**src/rtl/cwr_pkg.sv**
```systemverilog
// Package: register map, field positions and reset values for the write bank
package cwr_pkg;
  localparam int ADDR_W = 5;
  localparam logic [4:0] ADDR_ENC_CTRL2 = 5'h07;
  localparam logic [4:0] ADDR_SYNC_LEN = 5'h08;
  localparam logic [4:0] ADDR_SYNC_THR = 5'h09;
  localparam logic [4:0] ADDR_ERR_LOW = 5'h0A;
  localparam logic [4:0] ADDR_ERR_MID = 5'h0B;
  localparam logic [4:0] ADDR_ERR_HIGH = 5'h0C;
  localparam logic [4:0] ADDR_DEC_IN_STB = 5'h0E;
  localparam logic [4:0] ADDR_DEC_OUT_STB = 5'h0F;
  localparam logic [4:0] ADDR_ENC_IN_STB = 5'h11;
  localparam logic [4:0] ADDR_ENC_OUT_STB = 5'h12;
  localparam logic [4:0] ADDR_ENC_DATA = 5'h05;
  localparam logic [4:0] ADDR_NORM_ENA = 5'h17;
  localparam logic [4:0] ADDR_BER_ENA = 5'h18;
  localparam int BIT_PORT_SEL = 3;
  localparam int BIT_DIFF_ENC = 4;
  localparam int BIT_WHITEN = 5;
  localparam int BIT_VARIANT = 6;
  localparam int BIT_ENC_DATA = 0;
  localparam logic [7:0] RST_BYTE = 8'h00;
  localparam logic [23:0] RST_WINDOW = 24'h000000;
  localparam int STROBE_CYCLES = 1;
endpackage : cwr_pkg

```
**src/rtl/cwr_strobe.sv**
```systemverilog
// One-cycle high pulse generator, ORed with its pin clock
`timescale 1ns/100ps
module cwr_strobe
  import cwr_pkg::*;
(
  input wire logic clk,
  input wire logic rst,
  input wire logic fire,
  input wire logic pin_clock,
  output logic clock_out
);
  logic out_reg;
  logic out_next;

  // Registered so the core clock never carries decode glitches
  always_comb begin
    out_next = pin_clock | fire;
  end

  always_ff @(posedge clk) begin
    if (rst) begin
      out_reg <= 1'b0;
    end else begin
      out_reg <= out_next;
    end
  end

  assign clock_out = out_reg;
endmodule : cwr_strobe

```
**src/rtl/cwr_bank.sv**
```systemverilog
// Write-only register bank of the encoder/decoder processor interface
// How it works
// - Port select one routes encoder bit input and symbols via processor bus.
// - Port select zero uses the dedicated encoder pins for input and symbols.
// - Port select switches only encoder bit input and the three symbol outputs.
// - Differential encode bit turns the differential encoder on or off.
// - Differential encode bit never touches the differential decoder.
// - Whitening bit enables the scrambler ahead of the encoder, else bypass.
// - Whitening bit leaves the decoder-side descrambler alone.
// - Variant one with whitening on selects the exact standard scrambler.
// - Variant zero with whitening on selects the modified scrambler.
// - Eight-bit monitor length count, bit 0 least significant.
// - Eight-bit normalize threshold count, bit 0 least significant.
// - Error-rate window is 24 bits written low, middle, high byte.
// - Any write to decoder input strobe gives one symbol input clock.
// - Any write to decoder output strobe gives one data output clock.
// - Any write to encoder input strobe gives one data input clock.
// - Any write to encoder output strobe gives one symbol output clock.
// - Normalize enable write applies counts and restarts the sync monitor.
// - Error-rate enable write applies the window and restarts the test.
`timescale 1ns/100ps
module cwr_bank
  import cwr_pkg::*;
(
  input wire logic clk,
  input wire logic rst,
  input wire logic cs_n,
  input wire logic wr_n,
  input wire logic [4:0] addr,
  input wire logic [7:0] data_in,
  input wire logic encoder_bit_input,
  input wire logic encoded_symbol_first,
  input wire logic encoded_symbol_second,
  input wire logic encoded_symbol_third,
  input wire logic pin_decoder_symbol_in_clock,
  input wire logic pin_decoder_data_out_clock,
  input wire logic pin_encoder_data_in_clock,
  input wire logic pin_encoder_symbol_out_clock,
  output logic core_encoder_bit,
  output logic [2:0] pin_symbols_out,
  output logic [2:0] bus_symbols,
  output logic port_select,
  output logic differential_encode_enable,
  output logic whitening_enable,
  output logic whitening_variant_select,
  output logic [7:0] sync_length,
  output logic [7:0] sync_threshold,
  output logic sync_restart,
  output logic [23:0] error_rate_window,
  output logic error_rate_restart,
  output logic decoder_symbol_in_clock,
  output logic decoder_data_out_clock,
  output logic encoder_data_in_clock,
  output logic encoder_symbol_out_clock
);
  logic wr_prev_reg;
  logic wr_prev_next;
  logic [7:0] ctrl_reg;
  logic [7:0] ctrl_next;
  logic [7:0] len_ld_reg;
  logic [7:0] len_ld_next;
  logic [7:0] thr_ld_reg;
  logic [7:0] thr_ld_next;
  logic [23:0] win_ld_reg;
  logic [23:0] win_ld_next;
  logic [7:0] len_reg;
  logic [7:0] len_next;
  logic [7:0] thr_reg;
  logic [7:0] thr_next;
  logic [23:0] win_reg;
  logic [23:0] win_next;
  logic sync_rs_reg;
  logic sync_rs_next;
  logic err_rs_reg;
  logic err_rs_next;
  logic bus_bit_reg;
  logic bus_bit_next;
  logic core_bit_reg;
  logic core_bit_next;
  logic [2:0] pin_sym_reg;
  logic [2:0] pin_sym_next;
  logic [2:0] bus_sym_reg;
  logic [2:0] bus_sym_next;
  logic wr_pulse;
  logic [3:0] fire;
  logic [2:0] core_sym;

  function automatic logic hit(input logic [4:0] a, input logic [4:0] target);
    return a == target;
  endfunction : hit

  // Act once per strobe on the falling edge of the active-low write
  assign wr_pulse = !cs_n && !wr_n && wr_prev_reg;
  assign core_sym = {encoded_symbol_third, encoded_symbol_second, encoded_symbol_first};

  always_comb begin
    wr_prev_next = cs_n | wr_n;
    ctrl_next = ctrl_reg;
    len_ld_next = len_ld_reg;
    thr_ld_next = thr_ld_reg;
    win_ld_next = win_ld_reg;
    len_next = len_reg;
    thr_next = thr_reg;
    win_next = win_reg;
    sync_rs_next = 1'b0;
    err_rs_next = 1'b0;
    bus_bit_next = bus_bit_reg;
    fire = 4'h0;
    if (wr_pulse) begin
      // Reserved bits stored as written; the core ignores them
      if (hit(addr, ADDR_ENC_CTRL2)) ctrl_next = data_in;
      if (hit(addr, ADDR_SYNC_LEN)) len_ld_next = data_in;
      if (hit(addr, ADDR_SYNC_THR)) thr_ld_next = data_in;
      if (hit(addr, ADDR_ERR_LOW)) win_ld_next[7:0] = data_in;
      if (hit(addr, ADDR_ERR_MID)) win_ld_next[15:8] = data_in;
      if (hit(addr, ADDR_ERR_HIGH)) win_ld_next[23:16] = data_in;
      if (hit(addr, ADDR_ENC_DATA)) bus_bit_next = data_in[BIT_ENC_DATA];
      // Loaded values take effect only on the enable write
      if (hit(addr, ADDR_NORM_ENA)) begin
        len_next = len_ld_reg;
        thr_next = thr_ld_reg;
        sync_rs_next = 1'b1;
      end
      if (hit(addr, ADDR_BER_ENA)) begin
        win_next = win_ld_reg;
        err_rs_next = 1'b1;
      end
      fire[0] = hit(addr, ADDR_DEC_IN_STB);
      fire[1] = hit(addr, ADDR_DEC_OUT_STB);
      fire[2] = hit(addr, ADDR_ENC_IN_STB);
      fire[3] = hit(addr, ADDR_ENC_OUT_STB);
    end
    // Only the bit input and the three symbols move with port select
    core_bit_next = ctrl_reg[BIT_PORT_SEL] ? bus_bit_reg : encoder_bit_input;
    pin_sym_next = ctrl_reg[BIT_PORT_SEL] ? 3'h0 : core_sym;
    bus_sym_next = ctrl_reg[BIT_PORT_SEL] ? core_sym : bus_sym_reg;
  end

  always_ff @(posedge clk) begin
    if (rst) begin
      wr_prev_reg <= 1'b1;
      ctrl_reg <= RST_BYTE;
      len_ld_reg <= RST_BYTE;
      thr_ld_reg <= RST_BYTE;
      win_ld_reg <= RST_WINDOW;
      len_reg <= RST_BYTE;
      thr_reg <= RST_BYTE;
      win_reg <= RST_WINDOW;
      sync_rs_reg <= 1'b0;
      err_rs_reg <= 1'b0;
      bus_bit_reg <= 1'b0;
      core_bit_reg <= 1'b0;
      pin_sym_reg <= 3'h0;
      bus_sym_reg <= 3'h0;
    end else begin
      wr_prev_reg <= wr_prev_next;
      ctrl_reg <= ctrl_next;
      len_ld_reg <= len_ld_next;
      thr_ld_reg <= thr_ld_next;
      win_ld_reg <= win_ld_next;
      len_reg <= len_next;
      thr_reg <= thr_next;
      win_reg <= win_next;
      sync_rs_reg <= sync_rs_next;
      err_rs_reg <= err_rs_next;
      bus_bit_reg <= bus_bit_next;
      core_bit_reg <= core_bit_next;
      pin_sym_reg <= pin_sym_next;
      bus_sym_reg <= bus_sym_next;
    end
  end

  // Pin must idle low while strobes drive the clock; OR merges both
  cwr_strobe u_dec_in (
    .clk(clk), .rst(rst), .fire(fire[0]),
    .pin_clock(pin_decoder_symbol_in_clock), .clock_out(decoder_symbol_in_clock)
  );
  cwr_strobe u_dec_out (
    .clk(clk), .rst(rst), .fire(fire[1]),
    .pin_clock(pin_decoder_data_out_clock), .clock_out(decoder_data_out_clock)
  );
  cwr_strobe u_enc_in (
    .clk(clk), .rst(rst), .fire(fire[2]),
    .pin_clock(pin_encoder_data_in_clock), .clock_out(encoder_data_in_clock)
  );
  cwr_strobe u_enc_out (
    .clk(clk), .rst(rst), .fire(fire[3]),
    .pin_clock(pin_encoder_symbol_out_clock), .clock_out(encoder_symbol_out_clock)
  );

  assign core_encoder_bit = core_bit_reg;
  assign pin_symbols_out = pin_sym_reg;
  assign bus_symbols = bus_sym_reg;
  assign port_select = ctrl_reg[BIT_PORT_SEL];
  // Encoder-side only; decoder controls live elsewhere
  assign differential_encode_enable = ctrl_reg[BIT_DIFF_ENC];
  assign whitening_enable = ctrl_reg[BIT_WHITEN];
  assign whitening_variant_select = ctrl_reg[BIT_VARIANT];
  assign sync_length = len_reg;
  assign sync_threshold = thr_reg;
  assign sync_restart = sync_rs_reg;
  assign error_rate_window = win_reg;
  assign error_rate_restart = err_rs_reg;
endmodule : cwr_bank

```
**config.mk**
```make
export PLATFORM = sky130hd
export DESIGN_NAME = cwr_bank
export DESIGN_NICKNAME = d
export VERILOG_FILES = /design/src/rtl/cwr_pkg.sv /design/src/rtl/cwr_strobe.sv /design/src/rtl/cwr_bank.sv
export SDC_FILE = /design/constraint.sdc
export NUM_CORES = 1
export LEC_CHECK = 0
export ABC_AREA = 0
export BUFFER_PORTS_ARGS = -buffer_cell sky130_fd_sc_hd__buf_2
export CAP_MARGIN = 25
export CELL_PAD_IN_SITES_DETAIL_PLACEMENT = 0
export CELL_PAD_IN_SITES_GLOBAL_PLACEMENT = 1
export CORE_MARGIN = 8
export CORE_UTILIZATION = 40
export DETAILED_ROUTE_END_ITERATION = 8
export PLACE_DENSITY_LB_ADDON = 0.25
export SYNTH_ARGS = -nofsm -noshare
export SYNTH_HDL_FRONTEND = slang
export SYNTH_SLANG_ARGS = --single-unit
```
**constraint.sdc**
```tcl
create_clock -name clk -period 4.15 [get_ports clk]
set_input_delay 0.2075 -clock clk [delete_from_list [all_inputs] [get_ports clk]]
set_output_delay 0.2075 -clock clk [all_outputs]
set_load 0.1 [all_outputs]
```
# After elaboration in Yosys (flattened, before gate mapping)
# Cells that the tools add are included.
dict set report op_classes {
  n_eq_ne 13
  n_mux 4
  bitwise_logic 6
  n_reduce_logical 15
}
# op n
set ops {}
lappend ops {{$eq 5x4->1 const B} 7}
lappend ops {{$eq 5x5->1 const B} 4}
lappend ops {{$reduce_and 2->1} 9}
lappend ops {{$eq 5x3->1 const B} 2}
lappend ops {{$or 1x1->1} 5}
lappend ops {{$mux 4} 1}
lappend ops {{$reduce_or 2->1} 2}
lappend ops {{$mux 1} 3}
lappend ops {{$logic_and 1x1->1} 2}
lappend ops {{$logic_not 1->1} 2}
lappend ops {{$not 1->1} 1}
dict set report totals {
  regBits 102
  out_inout_bits 57
  elab_cells 58
}

# Depth between registers and ports, before layout
dict set report depth {
  depth_word 5
  mapped_depth 5
  mapped_depth_nobuf 3
}

# Modules after synthesis
# Synthesis repeated with hierarchy kept, for this count alone.
dict set report unflattened {
  hier_cells 372
  area_unflattened_um2 3890.0
}
# mod n_inst cells_each area_each_um2 seq_area_each_um2
set by_module_without_submodules {}
lappend by_module_without_submodules {cwr_bank 1 364 3769.9 1901.8}
lappend by_module_without_submodules {cwr_strobe 4 2 30.0 20.0}

# Least setup slack after synthesis
# OpenSTA, ideal clock, no wires.
dict set report synth_timing {
  path_type {reg-to-reg}
  from {register wr_prev_reg}
  to {register win_ld_reg[16]}
  setup_ns 0.072
  t_arrival_ns 1.633
  t_required_ns 4.078
  setup_slack_ns 2.446
  path_stages_with_launch 5
  path_buffers 1
  synth_period_minus_slack_ns 1.704
  path_cell_list {dfxtp_1 or4b_1 buf_2 nor4_4 mux2i_1}
}
dict set report synth_between {
  elab_chain_cells 2
}
# item line
set synth_lines {}
lappend synth_lines {{start: declaration} cwr_bank.sv:56} ;# logic wr_prev_reg;
lappend synth_lines {{start signal: assignment} cwr_bank.sv:156} ;# wr_prev_reg <= wr_prev_next;
lappend synth_lines {{$logic_and 1x1->1} cwr_bank.sv:93} ;# assign wr_pulse = !cs_n && !wr_n && wr_prev_reg;
lappend synth_lines {{$reduce_and 2->1 (no source line)} --}
lappend synth_lines {{end signal: assignment} cwr_bank.sv:160} ;# win_ld_reg <= win_ld_next;
lappend synth_lines {{end: declaration} cwr_bank.sv:64} ;# logic [23:0] win_ld_reg;
# No other way between the ends.
# A chain may end at the register's enable or synchronous reset.

# Worst setup path after layout
dict set report layout_timing {
  from {register wr_prev_reg}
  to {register win_ld_reg[5]}
}
# The elaborated chain is that of the path after synthesis.

==> flow_summary.toml <==
[synth]
yosysSeqAreaShare_pct = 51.8
synthTopCellsByArea = "dfxtp_1, mux2i_1, nand2b_1, a21oi_1, nand3_1"
postSynthCellCount = 373
synth_area_mm2 = 0.00382
synth-seq-cells = 99
synth_top_area_share_pct = 51.8
synth.largest_area_cell = "dfxtp_1"
synthesis.nets = 398
yosys_warnings = 0
yosysUniqueCellTypes = 28
syn_avg_cell_area_um2 = 10.3

[route]
via_count = 2872
dr.pass1.iters = 4
ant_nets = 0
wl_per_cell_um = 16.7
wl_um = 9520
drtIter0Drc = 132
drt_drc_violations_left = 0
via_per_inst = 5.03

[cells_and_area]
num_antenna_cells = 0
drive_gt1_share_pct = 23.3
finish.utilization_pct = 49.2
final-seq-area_mm2 = 0.00198
fin_nets = 462
multiInputGateArea_mm2 = 0.00174
syn_to_final_growth_pct = 18.9
fill_cells = 907

[floorplanning]
dieWidth_um = 114
io_pins = 82
die_area_mm2 = 0.0129
start_util_pct = 41.4
core_area_mm2 = 0.00924
die_h_um = 114
num_rows = 35

[place]
place_hpwl_um = 6500
port_buffers = 81
gp_congestion = 0.740

[clocking]
h-tree-depth = 3
root_buffer = "clkbuf_8"
insertion_delay_ns = 0.36
post-cts-setup-buffers = 0
cts_buffers = 9
cts_tree = "done"
clock_sinks = 99
cts_resized = 0
cts_hold_buf = 0
clockBufferDepth = 2
clk_pin_slew_ns = 0.09

[timing]
fin_crit_ns = 2.16
timing.final.max_slew_violations = 0
hold_viol = 0
fin_crit_sh_pct = 52.1
rsz0062_at_grt = "no"
fin_setup_tns_ns = 0
finalSetupViolations = 0
finClkSkew_ns = 0.00902
slew-limit-headroom_pct = 29.7
tightest_slew_ns = 1.05
fmax_mhz = 462

[setup_path]
slowest_stage = "nor4b_2"
worst-setup-path-type = "reg2reg"
cp.arrival_ns = 2.45
cp-start-kind = "flop"
crit_family = "simple AND/OR/NAND/NOR gates"
crit_fanout = 11
crit_chain = "nor4b_2 -> and3_1 -> mux2i_1"
cp-end-kind = "flop"
max_stage_delay_ns = 0.86
worstPathRequired_ns = 4.44
crit_buf_inv = 0

[global_routing]
antenna_found_initial = 0
grt_max_degree = 56
grt_usage_pct = 14.9
grt_pass1_vias = 2816
grt-ovfl-total = 0
grt_pass1_wl_um = 15200

[pwr]
peakVddDrop_mv = 0.165
powerDensity_mw_per_mm2 = 400
power.leakage_nw = 1.75

[status]
status = "completed"

[run]
maxCapViolCount = 0

[min_path]
min-delay-path-class = "in2reg"
## cell families (layout without fill, tap and decap cells)
kind of cell | after synthesis | after routing | share of synthesized area, %
AO/OA/AOI/OAI | 44 | 44 | 5.92
buffers and inverters | 31 | 100 | 3.21
flip-flops | 99 | 99 | 51.8
multiplexers | 69 | 69 | 18.1
AND/OR/NAND/NOR | 130 | 130 | 21.0
## cells in the final DEF, fill, tap and decap left out, drive strengths merged, types with 2 or more instances in the layout
master,count
mux2i,69
a21oi,21
dfxtp,99
clkbuf,12
nand4b,2
and2,3
nor2,12
buf,84
nor2b,3
and4,2
nand3,20
and3,2
a31oi,2
nor3,2
bufinv,3
o21ai,20
nand2b,73
or4b,2
## final cells by class
class | count | share of cell area (%)
flip-flops and latches | 99 | 43.6
multi-input cells | 243 | 38.1
repair buffers | 84 | 9.41
well taps | 129 | 3.55
clock buffers | 12 | 3.19
clock inverters | 4 | 2.15
## report_power, final
part / leakage, nW / internal [mW] / switching (mW)
clock: 0.117 / 0.418 / 0.327
sequential: 0.800 / 0.955 / 0.00209
combinational: 0.837 / 0.0328 / 0.0850
## Yosys cell counts
library cell and count:
and4b_1 1, mux2i_1 69, a21oi_1 21, a31oi_1 2, or2_1 1, or4b_1 2, nand2b_1 73, nor4bb_1 1
dfxtp_1 99, nor2_2 1, and4_1 2, clkbuf_1 26, a41oi_1 1, nand4_1 1, nor4_4 1, nor2b_1 3
or3_1 1, o21ai_0 20, nor3_1 2, nor4b_1 1, nand4bb_1 1, nand4b_1 2, nor2_1 11, and3_1 2
nand3_1 20, and2_1 3, buf_2 5, nand2_1 1
## metal layers
metal  global-route usage, %  up-vias  routed length (um)
li1                        -     1408                   -
met1                    20.5     1360                4520
met2                    21.1       89                4160
met3                    4.23       15                 685
met4                    6.48        0                 159
met5                       0        -                   0
## stage by stage
stage / instances / total power, mW / hold slack [ns] / worst slack, ns / area [um2]
global placement: 555 / 1.10 / 0.425 / 2.03 / 4310
CTS: 571 / 1.83 / 0.0472 / 1.97 / 4550
floorplan: 373 / 1.06 / 0.310 / 2.45 / 3820
finish: 571 / 1.82 / 0.0590 / 1.99 / 4550
detailed placement: 555 / 1.10 / 0.430 / 1.97 / 4310
global route: 571 / 1.88 / 0.0508 / 1.84 / 4550
## worst paths after layout
| kind | cells past startpoint | from | slack (ns) | endpoint |
|---|---|---|---|---|
| setup reg to reg | 3 | wr_prev_reg | 1.99 | win_ld_reg[5] |
| setup / recovery | 3 | wr_prev_reg | 1.99 | win_ld_reg[5] |
| hold / removal | 2 | encoded_symbol_second | 0.06 | pin_symbols_out[1] |
| hold reg to reg | 2 | len_ld_reg[7] | 0.46 | sync_length[7] |
No activity file was read; power rests on OpenSTA's default activity.
